$ cat config.mk
export PLATFORM = sky130hd
export DESIGN_NAME = unit_deframer_flat
export DESIGN_NICKNAME = d
export VERILOG_FILES = /design/src/rtl/bsu_pkg.sv /design/src/rtl/bsu_link_if.sv /design/src/rtl/unit_deframer.sv /design/src/flat_wrapper.sv
export SDC_FILE = /design/constraint.sdc
export NUM_CORES = 1
export LEC_CHECK = 0
export BUFFER_PORTS_ARGS = -buffer_cell sky130_fd_sc_hd__buf_2
export CORE_MARGIN = 2
export CORE_UTILIZATION = 30
export CTS_BUF_LIST = sky130_fd_sc_hd__clkbuf_4
export DETAILED_ROUTE_END_ITERATION = 7
export GPL_ROUTABILITY_DRIVEN = 1
export SLEW_MARGIN = 20
export SYNTH_ARGS = -nofsm -noshare
export SYNTH_HDL_FRONTEND = slang
export SYNTH_SLANG_ARGS = --single-unit
$ cat constraint.sdc
create_clock -name clk -period 3.44 [get_ports clk]
set_clock_uncertainty 0.15 [all_clocks]
set_input_delay 0.516 -clock clk [delete_from_list [all_inputs] [get_ports clk]]
set_output_delay 0.516 -clock clk [all_outputs]
set_load 0.05 [all_outputs]
$ cat src/rtl/bsu_pkg.sv
`default_nettype none
package bsu_pkg;
  localparam int BYTE_W = 8;
  localparam logic [7:0] START_ZERO = 8'h00;
  localparam logic [7:0] START_ONE = 8'h01;
  localparam logic [7:0] RESERVED_BYTE = 8'h02;
  localparam logic [7:0] ESCAPE_BYTE = 8'h03;
  localparam int SYNC_ZERO_BITS = 23;
  localparam int SHORT_ZEROS = 1;
  localparam int LONG_ZEROS = 2;
  localparam int TYPE_LSB = 0;
  localparam int TYPE_W = 5;
  localparam logic [4:0] LONG_TYPE_FIRST = 5'h06;
  localparam logic [4:0] LONG_TYPE_LAST = 5'h09;
  localparam int FIFO_DEPTH = 32;
  localparam int FIFO_MARGIN = 8;
  localparam int WORD_W = BYTE_W + 2;
endpackage
`default_nettype wire

$ cat src/rtl/bsu_link_if.sv
`timescale 1ns/1ps
`default_nettype none
interface bsu_link_if;
  logic serBit;
  logic serValid;
  logic serReady;
  modport framer (output serBit, output serValid, input serReady);
  modport deframer (input serBit, input serValid, output serReady);
endinterface
`default_nettype wire

$ cat src/rtl/unit_deframer.sv
// Notes on behaviour
// Bits travel MSB first, byte after byte.
// Each framed unit: one marker, one payload.
// Short marker is 0x00 then 0x01.
// Long marker is 0x00 0x00 0x01.
// Zero stuffing before marker is accepted silently.
// Zero bytes are discarded until a marker.
// Types 0x06 to 0x09 use long marker.
// Units leave in decoding order.
// Pair 0x00 0x02 never sent.
// Alignment from 23 zero bits then one.
// 0x00 0x01 is marker; long after zero.
// Byte 0x03 after zero is dropped.
// Payload delivered bare, first byte flagged.
`timescale 1ns/1ps
`default_nettype none
module unit_fifo #(
  parameter int WIDTH = 8,
  parameter int DEPTH = 32
) (
  // Clock and reset
  input wire logic clk,
  input wire logic nrst,
  // Fill side
  input wire logic inValid,
  input wire logic [WIDTH-1:0] inData,
  output logic inReady,
  // Drain side
  output logic outValid,
  output logic [WIDTH-1:0] outData,
  input wire logic outReady,
  // Words held in memory
  output logic [$clog2(DEPTH):0] level
);
  localparam int AW = $clog2(DEPTH);
  if (DEPTH < 2 || (1 << AW) != DEPTH || WIDTH < 1) begin : g_bad_fifo
    $error("unit_fifo: DEPTH must be a power of two, at least 2");
  end

  typedef struct packed {
    logic [DEPTH-1:0][WIDTH-1:0] mem;
    logic [AW-1:0] wp;
    logic [AW-1:0] rp;
    logic [AW:0] cnt;
    logic outValid;
    logic [WIDTH-1:0] outData;
  } fifo_state_t;

  fifo_state_t s_reg, s_next;
  logic push;
  logic pop;

  assign inReady = (s_reg.cnt < (AW+1)'(DEPTH));
  assign push = inValid && inReady;

  always_comb begin
    s_next = s_reg;
    // Output stage refills whenever it is empty or being taken
    pop = (s_reg.cnt != '0) && (!s_reg.outValid || outReady);
    if (outReady) begin
      s_next.outValid = 1'b0;
    end
    if (pop) begin
      s_next.outData = s_reg.mem[s_reg.rp];
      s_next.outValid = 1'b1;
      s_next.rp = s_reg.rp + AW'(1);
    end
    if (push) begin
      s_next.mem[s_reg.wp] = inData;
      s_next.wp = s_reg.wp + AW'(1);
    end
    s_next.cnt = s_reg.cnt + (AW+1)'(push) - (AW+1)'(pop);
  end

  always_ff @(posedge clk) begin
    if (!nrst) begin
      s_reg <= '0;
    end else begin
      s_reg <= s_next;
    end
  end

  assign outValid = s_reg.outValid;
  assign outData = s_reg.outData;
  assign level = s_reg.cnt;
endmodule

module unit_deframer import bsu_pkg::*; #(
  parameter int DEPTH = FIFO_DEPTH
) (
  // Clock and reset
  input wire logic clk,
  input wire logic nrst,
  // Serial link
  bsu_link_if.deframer link,
  // Alignment control and status
  input wire logic resync,
  output logic aligned,
  // Payload bytes out
  output logic outValid,
  output logic [7:0] outData,
  output logic outFirst,
  output logic outLong,
  input wire logic outReady
);
  localparam int READY_LIMIT = DEPTH - FIFO_MARGIN;
  if (DEPTH < 2 * FIFO_MARGIN) begin : g_bad_depth
    $error("unit_deframer: DEPTH too small for link stall margin");
  end

  typedef enum logic [0:0] {MODE_HUNT, MODE_ALIGNED} mode_t;

  typedef struct packed {
    mode_t mode;
    logic [4:0] zeroRun;
    logic [2:0] bitCnt;
    logic [7:0] sh;
    logic [1:0] zc;
    logic firstDue;
    logic unitLong;
    logic [1:0] emitZeros;
    logic emitByteValid;
    logic [7:0] emitByte;
    logic serReady;
    logic aligned;
  } df_state_t;

  df_state_t s_reg, s_next;
  logic [7:0] b;
  logic pushValid;
  logic [WORD_W-1:0] pushWord;
  logic pushReady;
  logic [$clog2(DEPTH):0] level;
  logic [WORD_W-1:0] headWord;

  assign b = {s_reg.sh[6:0], link.serBit};

  always_comb begin
    s_next = s_reg;
    pushValid = 1'b0;
    pushWord = '0;
    // Drain pending zeros first, then the byte that released them
    if (s_reg.emitZeros != 2'd0 || s_reg.emitByteValid) begin
      pushValid = 1'b1;
      pushWord = {s_reg.firstDue, s_reg.unitLong,
                  (s_reg.emitZeros != 2'd0) ? START_ZERO : s_reg.emitByte};
      if (pushReady) begin
        s_next.firstDue = 1'b0;
        if (s_reg.emitZeros != 2'd0) begin
          s_next.emitZeros = s_reg.emitZeros - 2'd1;
        end else begin
          s_next.emitByteValid = 1'b0;
        end
      end
    end
    if (resync) begin
      s_next.mode = MODE_HUNT;
      s_next.zeroRun = '0;
      s_next.zc = '0;
    end else if (link.serValid) begin
      case (s_reg.mode)
        MODE_HUNT: begin
          if (!link.serBit) begin
            if (s_reg.zeroRun < 5'(SYNC_ZERO_BITS)) begin
              s_next.zeroRun = s_reg.zeroRun + 5'd1;
            end
          end else if (s_reg.zeroRun == 5'(SYNC_ZERO_BITS)) begin
            // The pattern is a long marker, so a unit starts next
            s_next.mode = MODE_ALIGNED;
            s_next.bitCnt = '0;
            s_next.zc = '0;
            s_next.firstDue = 1'b1;
            s_next.unitLong = 1'b1;
          end else begin
            s_next.zeroRun = '0;
          end
        end
        MODE_ALIGNED: begin
          s_next.sh = b;
          s_next.bitCnt = s_reg.bitCnt + 3'd1;
          if (s_reg.bitCnt == 3'd7) begin
            if (b == START_ZERO) begin
              // A zero run longer than two cannot be payload, so the
              // extra zeros are stuffing and are dropped
              s_next.zc = (s_reg.zc == 2'd2) ? 2'd2 : s_reg.zc + 2'd1;
            end else if (b == START_ONE && s_reg.zc != 2'd0) begin
              s_next.unitLong = (s_reg.zc >= 2'(LONG_ZEROS));
              s_next.firstDue = 1'b1;
              s_next.zc = '0;
            end else if (b == ESCAPE_BYTE && s_reg.zc != 2'd0) begin
              s_next.emitZeros = s_reg.zc;
              s_next.zc = '0;
            end else begin
              s_next.emitZeros = s_reg.zc;
              s_next.emitByte = b;
              s_next.emitByteValid = 1'b1;
              s_next.zc = '0;
            end
          end
        end
        default: begin
          s_next.mode = MODE_HUNT;
        end
      endcase
    end
    // Margin covers bits already in flight when the stall is seen
    s_next.serReady = (int'(level) <= READY_LIMIT);
    s_next.aligned = (s_next.mode == MODE_ALIGNED);
  end

  always_ff @(posedge clk) begin
    if (!nrst) begin
      s_reg <= '0;
    end else begin
      s_reg <= s_next;
    end
  end

  unit_fifo #(
    .WIDTH(WORD_W),
    .DEPTH(DEPTH)
  ) u_fifo (
    .clk(clk),
    .nrst(nrst),
    .inValid(pushValid),
    .inData(pushWord),
    .inReady(pushReady),
    .outValid(outValid),
    .outData(headWord),
    .outReady(outReady),
    .level(level)
  );

  assign outData = headWord[7:0];
  assign outLong = headWord[8];
  assign outFirst = headWord[9];
  assign link.serReady = s_reg.serReady;
  assign aligned = s_reg.aligned;
endmodule
`default_nettype wire

$ cat src/flat_wrapper.sv
// flat-port wrapper written by rule: the top's interface ports become plain ports
module unit_deframer_flat import bsu_pkg::*;
#(
  parameter int DEPTH = FIFO_DEPTH
)
  (clk, nrst, resync, aligned, outValid, outData, outFirst, outLong, outReady, link_serBit, link_serValid, link_serReady);
  bsu_link_if link_i ();
  input wire logic clk;
  input wire logic nrst;
  input wire logic resync;
  output logic aligned;
  output logic outValid;
  output logic [7:0] outData;
  output logic outFirst;
  output logic outLong;
  input wire logic outReady;
  input wire logic [$bits(link_i.serBit)-1:0] link_serBit;
  input wire logic [$bits(link_i.serValid)-1:0] link_serValid;
  output wire logic [$bits(link_i.serReady)-1:0] link_serReady;
  assign link_i.serBit = link_serBit;
  assign link_i.serValid = link_serValid;
  assign link_serReady = link_i.serReady;
  unit_deframer #(.DEPTH(DEPTH)) u_core (.clk(clk), .nrst(nrst), .link(link_i), .resync(resync), .aligned(aligned), .outValid(outValid), .outData(outData), .outFirst(outFirst), .outLong(outLong), .outReady(outReady));
endmodule
After elaboration in Yosys (flattened, before gate mapping)
Cells that the tools add are included.
{"block": "op_classes", "addsub": 8, "n_lt_le_gt_ge": 7, "eq_ne": 11, "muxes": 38, "bitwise": 6, "n_reduce_logical": 21}
{"operator": "bitwise mux 320 bit", "n": 1}
{"operator": "binary-select mux 10 bit (select 5 bit)", "n": 1}
{"operator": "demux 10 bit (select 5 bit)", "n": 1}
{"operator": "2-to-1 mux 13 bit", "n": 3}
{"operator": "2-to-1 mux 11 bit", "n": 3}
{"operator": "2-to-1 mux 10 bit", "n": 3}
{"operator": "adder 5 x 1 -> 5 bit, second input constant", "n": 3}
{"operator": "2-to-1 mux 15 bit", "n": 1}
{"operator": "2-to-1 mux 5 bit", "n": 3}
{"operator": "AND reduction 7 bit", "n": 2}
{"operator": "< comparator 5 x 6 -> 1 bit, second input constant", "n": 2}
{"operator": "2-to-1 mux 3 bit", "n": 4}
{"operator": "AND reduction 4 bit", "n": 3}
{"operator": "!= test 2 bit, second input constant", "n": 5}
{"operator": "2-to-1 mux 9 bit", "n": 1}
{"operator": "equality test 8 x 1 -> 1 bit, second input constant", "n": 1}
{"operator": "equality test 8 x 2 -> 1 bit, second input constant", "n": 1}
{"operator": "zero test 8 bit", "n": 1}
{"operator": "2-to-1 mux 2 bit", "n": 4}
{"operator": "2-to-1 mux 4 bit", "n": 2}
{"operator": "2-to-1 mux 8 bit", "n": 1}
{"operator": "case mux 4 bit (2 select lines)", "n": 1}
{"operator": "nonzero test 2 bit", "n": 4}
{"operator": "2-to-1 mux 1 bit", "n": 7}
{"operator": "23 further kinds", "n": 33}
{"block": "word_totals", "reg_bits": 379, "inputBits": 6, "out_inout_bits": 13, "elab_cells": 139}

Longest topological paths before layout
Gate-level depths: netlist (run 1).
{"block": "depth", "ltp_word": 11, "depth_mapped": 16, "depth_no_buf": 12}

By module
Synthesis (run 1) repeated with hierarchy kept, for this count alone.
{"block": "unflattened", "hier_cells": 2038, "hier_area_um2": 17895.9}
{"mod": "unit_fifo", "n_inst": 1, "cells_per_inst": 1848, "area_each_um2": 16314.4, "seq_area_each_um2": 6946.7}
{"mod": "unit_deframer", "n_inst": 1, "cells_per_inst": 190, "area_each_um2": 1581.5, "seq_area_each_um2": 640.6}

Least setup slack after synthesis (run 1)
Ideal clock, no wire load.
{"block": "synth_path", "path_kind": "register to register", "from": "reg u_core.u_fifo.s_reg, in the netlist u_core.u_fifo.level[5]", "to": "reg u_core.u_fifo.s_reg, in the netlist u_core.u_fifo.level[4]", "setup_time_ns": 0.078, "arrival_time_ns": 3.038, "t_required_ns": 3.212, "path_slack_ns": 0.174, "stages_incl_launch_ff": 17, "path_buffers": 4, "synth_period_minus_slack_ns": 3.266, "cell_sequence": "dfxtp_1 > clkbuf_1 > clkbuf_1 > buf_1 > inv_1 > ha_1 > nor4bb_1 > clkbuf_1 > nor2_1 > ha_1 > inv_1 > ha_1 > fa_1 > nand2b_1 > a21oi_1 > o21a_1 > nor3_1"}
{"block": "synth_via", "word_cells_on_any_way": 6, "cone_classes": "add/sub: 2; order compare: 1; reduce/logical: 3"}
{"element": "start, declared", "line": "unit_deframer.sv:49", "rtl": "fifo_state_t s_reg, s_next;"}
{"element": "start signal, assigned", "line": "unit_deframer.sv:79", "rtl": "s_reg <= s_next;"}
{"element": "nonzero test 6 bit", "line": "unit_deframer.sv:59", "rtl": "pop = (s_reg.cnt != '0) && (!s_reg.outValid || outReady);"}
{"element": "logical AND 1 bit", "line": "unit_deframer.sv:59"}
{"element": "net u_core.u_fifo.pop", "line": "unit_deframer.sv:51", "rtl": "logic pop;"}
{"element": "subtractor 6 x 1 -> 6 bit", "line": "unit_deframer.sv:72", "rtl": "s_next.cnt = s_reg.cnt + (AW+1)'(push) - (AW+1)'(pop);"}
The timed path passes the listed nets, and every way through them passes these cells.
A chain may end at the register's enable or synchronous reset.

Worst setup path after layout (run 1)
{"block": "layout_path", "from": "reg u_core.u_fifo.s_reg[18] (netlist bit)", "to": "reg u_core.u_fifo.s_reg, in the netlist u_core.u_fifo.outData[4]"}
{"block": "layout_via", "elab_chain_cells": 2}
{"element": "binary-select mux 10 bit (select 5 bit)", "line": "unit_deframer.sv:64", "rtl": "s_next.outData = s_reg.mem[s_reg.rp];"}
{"element": "2-to-1 mux 10 bit (not written as such)", "line": "unit_deframer.sv:64"}
No other way between the ends. The select of a mux whose other input is x is not followed.

==> impl_metrics.tcl, run 1 <==
set metrics [dict create \
    ios 19 \
    postLayoutSetupSlackWorst_ps 624.1 \
    grt_usage_pct 14.57 \
    maxSlewViolCount 0 \
    ys_types 60 \
    max_freq_mhz 355.1 \
    core_mm2 0.05628 \
    syn-instance-count 1690 \
    setup_viol 0 \
    required_ps 3940 \
    die_area_mm2 0.05874 \
    multi_input_area_mm2 0.008884 \
    cts_hold_buf 6 \
    period_minus_slack_ps 2816 \
    synth_edf_count 0 \
    drt-total-wl_um 43430 \
    ys_ff_latch 379 \
    p_total_mw 10.04 \
    fill_cells 5672 \
    path_max_fanout 36 \
    place_worst_setup_slack_ps 649.1 \
    finalCritPeriodShare_pct 81.86 \
    ys_seq_area_share_pct 44.52 \
    drt_iter0_markers 635 \
    avgSynthCellArea_um2 10.09 \
    io_buffers 18 \
    routedWlPerCell_um 17.06 \
    synth-main-ff-cell "dfxtp_1" \
    hp-class "input port to register" \
    ir_drop_v 0.0003033 \
    hold_violations 0 \
    fin_area_mm2 0.01945 \
    vias_per_cell 4.922 \
    grt_first_pass_wirelength_um 69220 \
    fp.dieH_um 242.4 \
    first_pass_iters 7 \
    tightestPinTransition_ps 915.7 \
    syn_to_final_growth_pct 14.12 \
    clock-sinks 379 \
    htree_levels 3 \
    p_per_area_mw_per_mm2 516.1 \
    cts_setup_buffers 0 \
    layout.nets 1738 \
    final_core_util_pct 34.56 \
    crit_arrival_ps 3320 \
    rows 87 \
    first_global_vias 12700 \
    layout_commonest_cell "dfxtp_1" \
    ys_warn_count 0 \
    initial_utilization_pct 30.29 \
    syn-num-nets 1718 \
    vias 12530 \
    place_congestion 0.7782 \
    largest_reg_flops 330 \
    grt_overflow_total 0 \
    cts-root-buf "clkbuf_4" \
    final_cell_mix "dfxtp_1 (375), mux2i_1 (361), nor2_1 (352)" \
    dp_hpwl_um 27360 \
    postPlaceCellArea_mm2 0.01808 \
    p_leak_nw 6.426 \
    grt_max_degree 159 \
    cts_resized 0 \
    clock_latency_ps 790 \
    drc_errors 0 \
    cts_tree "yes" \
    max-cap-violations 0 \
    die_x_um 242.4 \
    worst_setup_path_end_kind "register" \
    slew_headroom_pct 38.73 \
    seq_area_mm2 0.007597 \
    status "finished clean" \
    fin_tns_setup_ps 0 \
    antenna_left 0 \
    path_clk_slew_ps 70 \
    numCtsBuffers 101 \
    rsz0062_at_grt "no" \
    crit_path_start_kind "register" \
    worstSetupPathType "register to register" \
    synth_area_mm2 0.01704 \
    antenna_found_initial 1 \
    drive_gt1_share_pct 18.74 \
    async_reset_ff_share_pct 0 \
    cts_max_path_buffers 3 \
]
path summary, 6_finish.rpt:
check             depth (start not counted)                    start                        to  slack (ps)
setup / recovery                          4  u_core.u_fifo.s_reg[18]  u_core.u_fifo.outData[4]         620
hold reg to reg                           2          u_core.s_reg[2]           u_core.s_reg[2]         320
hold / removal                            5                 outReady    u_core.u_fifo.outValid         100
setup reg to reg                          4  u_core.u_fifo.s_reg[18]  u_core.u_fifo.outData[4]         620
critical path, stage by stage, from the launching register on:
cell	delay (ps)
dfxtp_4	770
mux4_2	580
a22o_1	290
or4_1	590
a32o_1	270
power by group:
group          switching [mW]  total [mW]  internal, mW  leakage (nW)
registers               0.275        4.73          4.45          3.06
logic                   0.751        1.31         0.561          2.58
clock network            1.85        4.00          2.15         0.793
kinds of logic (layout without fill, tap and decap cells):
logic type / after synthesis / count (layout) / synth area share [%]
AND/OR/NAND/NOR: 535 / 535 / 14.49
other: 0 / 1 / 0
XOR/XNOR: 9 / 9 / 0.4625
adder cells (fa/ha/maj): 22 / 22 / 1.659
flip-flops: 379 / 379 / 44.52
buffers and inverters: 184 / 282 / 4.610
multiplexers: 431 / 431 / 29.15
AO/OA/AOI/OAI: 130 / 130 / 5.109
layer usage:
| layer | vias up | share of wire, % | global-route usage, % |
|---|---|---|---|
| met4 | 0 | 3.4 | 6.481 |
| met1 | 6153 | 44 | 17.88 |
| met3 | 93 | 4.0 | 2.758 |
| met2 | 252 | 49 | 24.77 |
| li1 | 6029 | - | - |
| met5 | - | 0 | 0 |
stage by stage:
| step | std cells | hold WS [ps] |
|---|---|---|
| after floorplan | 1690 | 281.8 |
| after global placement | 2357 | 294.7 |
| after detailed placement | 2357 | 315.2 |
| after CTS | 2544 | 39.77 |
| after global routing | 2545 | 110.8 |
| final | 2545 | 95.98 |
cells in the mapped netlist, types with 20 or more instances:
cell | number | area share (%)
dfxtp_1 | 379 | 45
mux2i_1 | 361 | 21
nor2_1 | 353 | 7.8
clkbuf_1 | 103 | 2.3
mux4_2 | 49 | 6.5
buf_2 | 40 | 1.2
nand2_1 | 39 | 0.86
a21oi_1 | 34 | 1.0
nor4b_1 | 34 | 1.7
nand3_1 | 27 | 0.79
o21ai_0 | 27 | 0.79
ha_1 | 21 | 1.5
mux2_1 | 20 | 1.3
layout make-up:
cell class	instances	share of cell area, %
Antenna cell	1	0.01287
Clock inverter	23	0.5983
Timing Repair Buffer	83	3.307
Multi-Input combinational cell	1127	45.67
Inverter	18	0.3860
Tap cell	756	4.863
Sequential cell	379	39.06
Clock buffer	158	6.098
Power figures use the tool's default switching activity.
==> run 2: changes to the inputs <==
- clock period: 3.44 -> 2.6 ns (I/O delays scaled with it)
==> run 2 against run 1 <==
Against the previous run:
- die area stayed put
- maximum frequency is 12% higher
- clock-buffer cell count is 7 lower
- clock power is 31% higher
- power is 37% higher
- flip-flop and latch count stayed put
- utilization is 0.83 points higher
- critical endpoint is now u_core.u_fifo.level[4]
- combinational power is 85% higher
- sequential share of layout area is 0.91 points lower
- first-iteration DRC count is 42% higher
- wire length is 1.5% higher
- largest power group unchanged
- cell area is 2.4% higher
==> impl_metrics.tcl, run 2 (synthesis results as in run 1) <==
set metrics [dict create \
    crit_path_start_kind "register" \
    first_global_vias 12660 \
    dp_cells 2386 \
    core_mm2 0.05628 \
    vias_per_cell 4.916 \
    dp_hpwl_um 28530 \
    required_ps 3200 \
    drc_errors 0 \
    rsz0062_at_grt "yes" \
    layout_commonest_cell "dfxtp_1" \
    die_x_um 242.4 \
    hold_ws_ps 324.4 \
    antenna_found_initial 2 \
    path_common_cell "ha_4" \
    die_area_mm2 0.05874 \
    max_freq_mhz 398.0 \
    fin_area_mm2 0.01992 \
    clock_latency_ps 840 \
    cts-root-buf "clkbuf_4" \
    hold_violations 0 \
    postPlaceCellArea_mm2 0.01844 \
    vias 12700 \
    instances_no_fill 2584 \
    path_cells "inv_2, ha_4, nor4bb_4, buf_4, nor2_4, ha_4, inv_2, ha_4, fa_2, nand2b_1, a21oi_2, o21a_1, nor3_2" \
    initial_utilization_pct 30.29 \
    largest_reg_flops 330 \
    io_buffers 18 \
    path_max_fanout 3 \
    routedWlPerCell_um 17.05 \
    max-cap-violations 0 \
    cts_tree "yes" \
    antenna_left 0 \
    p_leak_nw 6.623 \
    clock-sinks 379 \
    first_pass_iters 5 \
    final_cell_mix "dfxtp_1 (374), mux2i_1 (361), nor2_1 (352)" \
    grt_max_degree 139 \
    status "finished clean" \
    hp-class "register to register" \
    crit_arrival_ps 3110 \
    cpPeakStageDelay_ps 340 \
    grt_usage_pct 14.87 \
    drive_gt1_share_pct 20.57 \
    drt_iter0_markers 900 \
    grt_overflow_total 0 \
    grt_first_pass_wirelength_um 69950 \
    place_congestion 0.7695 \
    numCtsBuffers 101 \
    setup_viol 0 \
    tightestPinTransition_ps 941.6 \
    finalCritPeriodShare_pct 96.63 \
    maxSlewViolCount 0 \
    ir_drop_v 0.0003586 \
    path_clk_slew_ps 60 \
    slowest_stage "fa_2" \
    period_minus_slack_ps 2512 \
    syn_to_final_growth_pct 16.86 \
    slew_headroom_pct 37.14 \
    cts_max_path_buffers 3 \
    ios 19 \
    worst_setup_path_end_kind "register" \
    htree_levels 3 \
    rows 87 \
    drt-total-wl_um 44060 \
    worstSetupPathType "register to register" \
    layout.nets 1775 \
    p_per_area_mw_per_mm2 688.9 \
    fp.dieH_um 242.4 \
]
-- run 2: cell types whose count changed in the layout (fill, tap and decap cells not counted), sizes merged --
cell,change
clkinv,+6
clkbuf,-7
buf,+35
dlygate4sd3,+2
diode,+4
inv,-1
-- run 2: metrics by stage --
step | total power [mW] | setup TNS (ps) | setup WS [ps] | utilization, %
final | 13.72 | 0 | 87.74 | 35.39
after global routing | 14.45 | -43.45 | -43.45 | 35.39
after CTS | 13.77 | 0 | 13.11 | 35.19
after detailed placement | 8.458 | 0 | 9.655 | 32.77
after global placement | 8.430 | -30.94 | -30.94 | 32.77
after floorplan | 7.679 | -153.0 | -147.9 | -
-- run 2: final timing paths --
kind | start | to | slack (ps) | cells past startpoint
min reg2reg | u_core.s_reg[14] | u_core.s_reg[14] | 320 | 2
max reg2reg | u_core.u_fifo.level[4] | u_core.u_fifo.level[4] | 90 | 13
min | u_core.s_reg[14] | u_core.s_reg[14] | 320 | 2
max | u_core.u_fifo.level[4] | u_core.u_fifo.level[4] | 90 | 13
-- run 2: area by class of cell --
cell class              instances  area, µm²
fillers                      5671      36360
multi-input cells            1127       8957
flip-flops and latches        379       7599
clock buffers                 151       1134
repair buffers                120       1051
well taps                     756      945.9
clock inverters                28      142.6
inverters                      18      75.07
diodes                          5      12.51
-- run 2: layer usage --
metal	vias up	track usage [%]	share of wire, %
met2	288	24.46	47
li1	6103	-	-
met1	6230	19.00	45
met3	82	3.478	4.8
met4	0	5.338	2.3
met5	-	0	0
-- run 2: what timing repair did --
action                     4_1_cts  5_1_grt
setup endpoints to repair        1        2
hold buffers                     8        0
gates resized for setup          0       13
pin swaps                        0        8
setup buffers                    1        5
hold endpoints to repair        57        0
-- run 2: where the power goes --
group	total (mW)	switching [mW]	internal (mW)
logic	2.43	1.33	1.11
clock network	5.23	2.49	2.74
registers	6.05	0.160	5.89
total	13.7	3.98	9.74
-- run 2: critical path: cells and delay by family, from the launching register on --
family                     cells  cell delay (ps)
buffers and inverters          3              270
and+or+nand+nor                4              550
DFF                            1              330
AOI/OAI and AO/OA              2              260
adders and majority gates      4              870
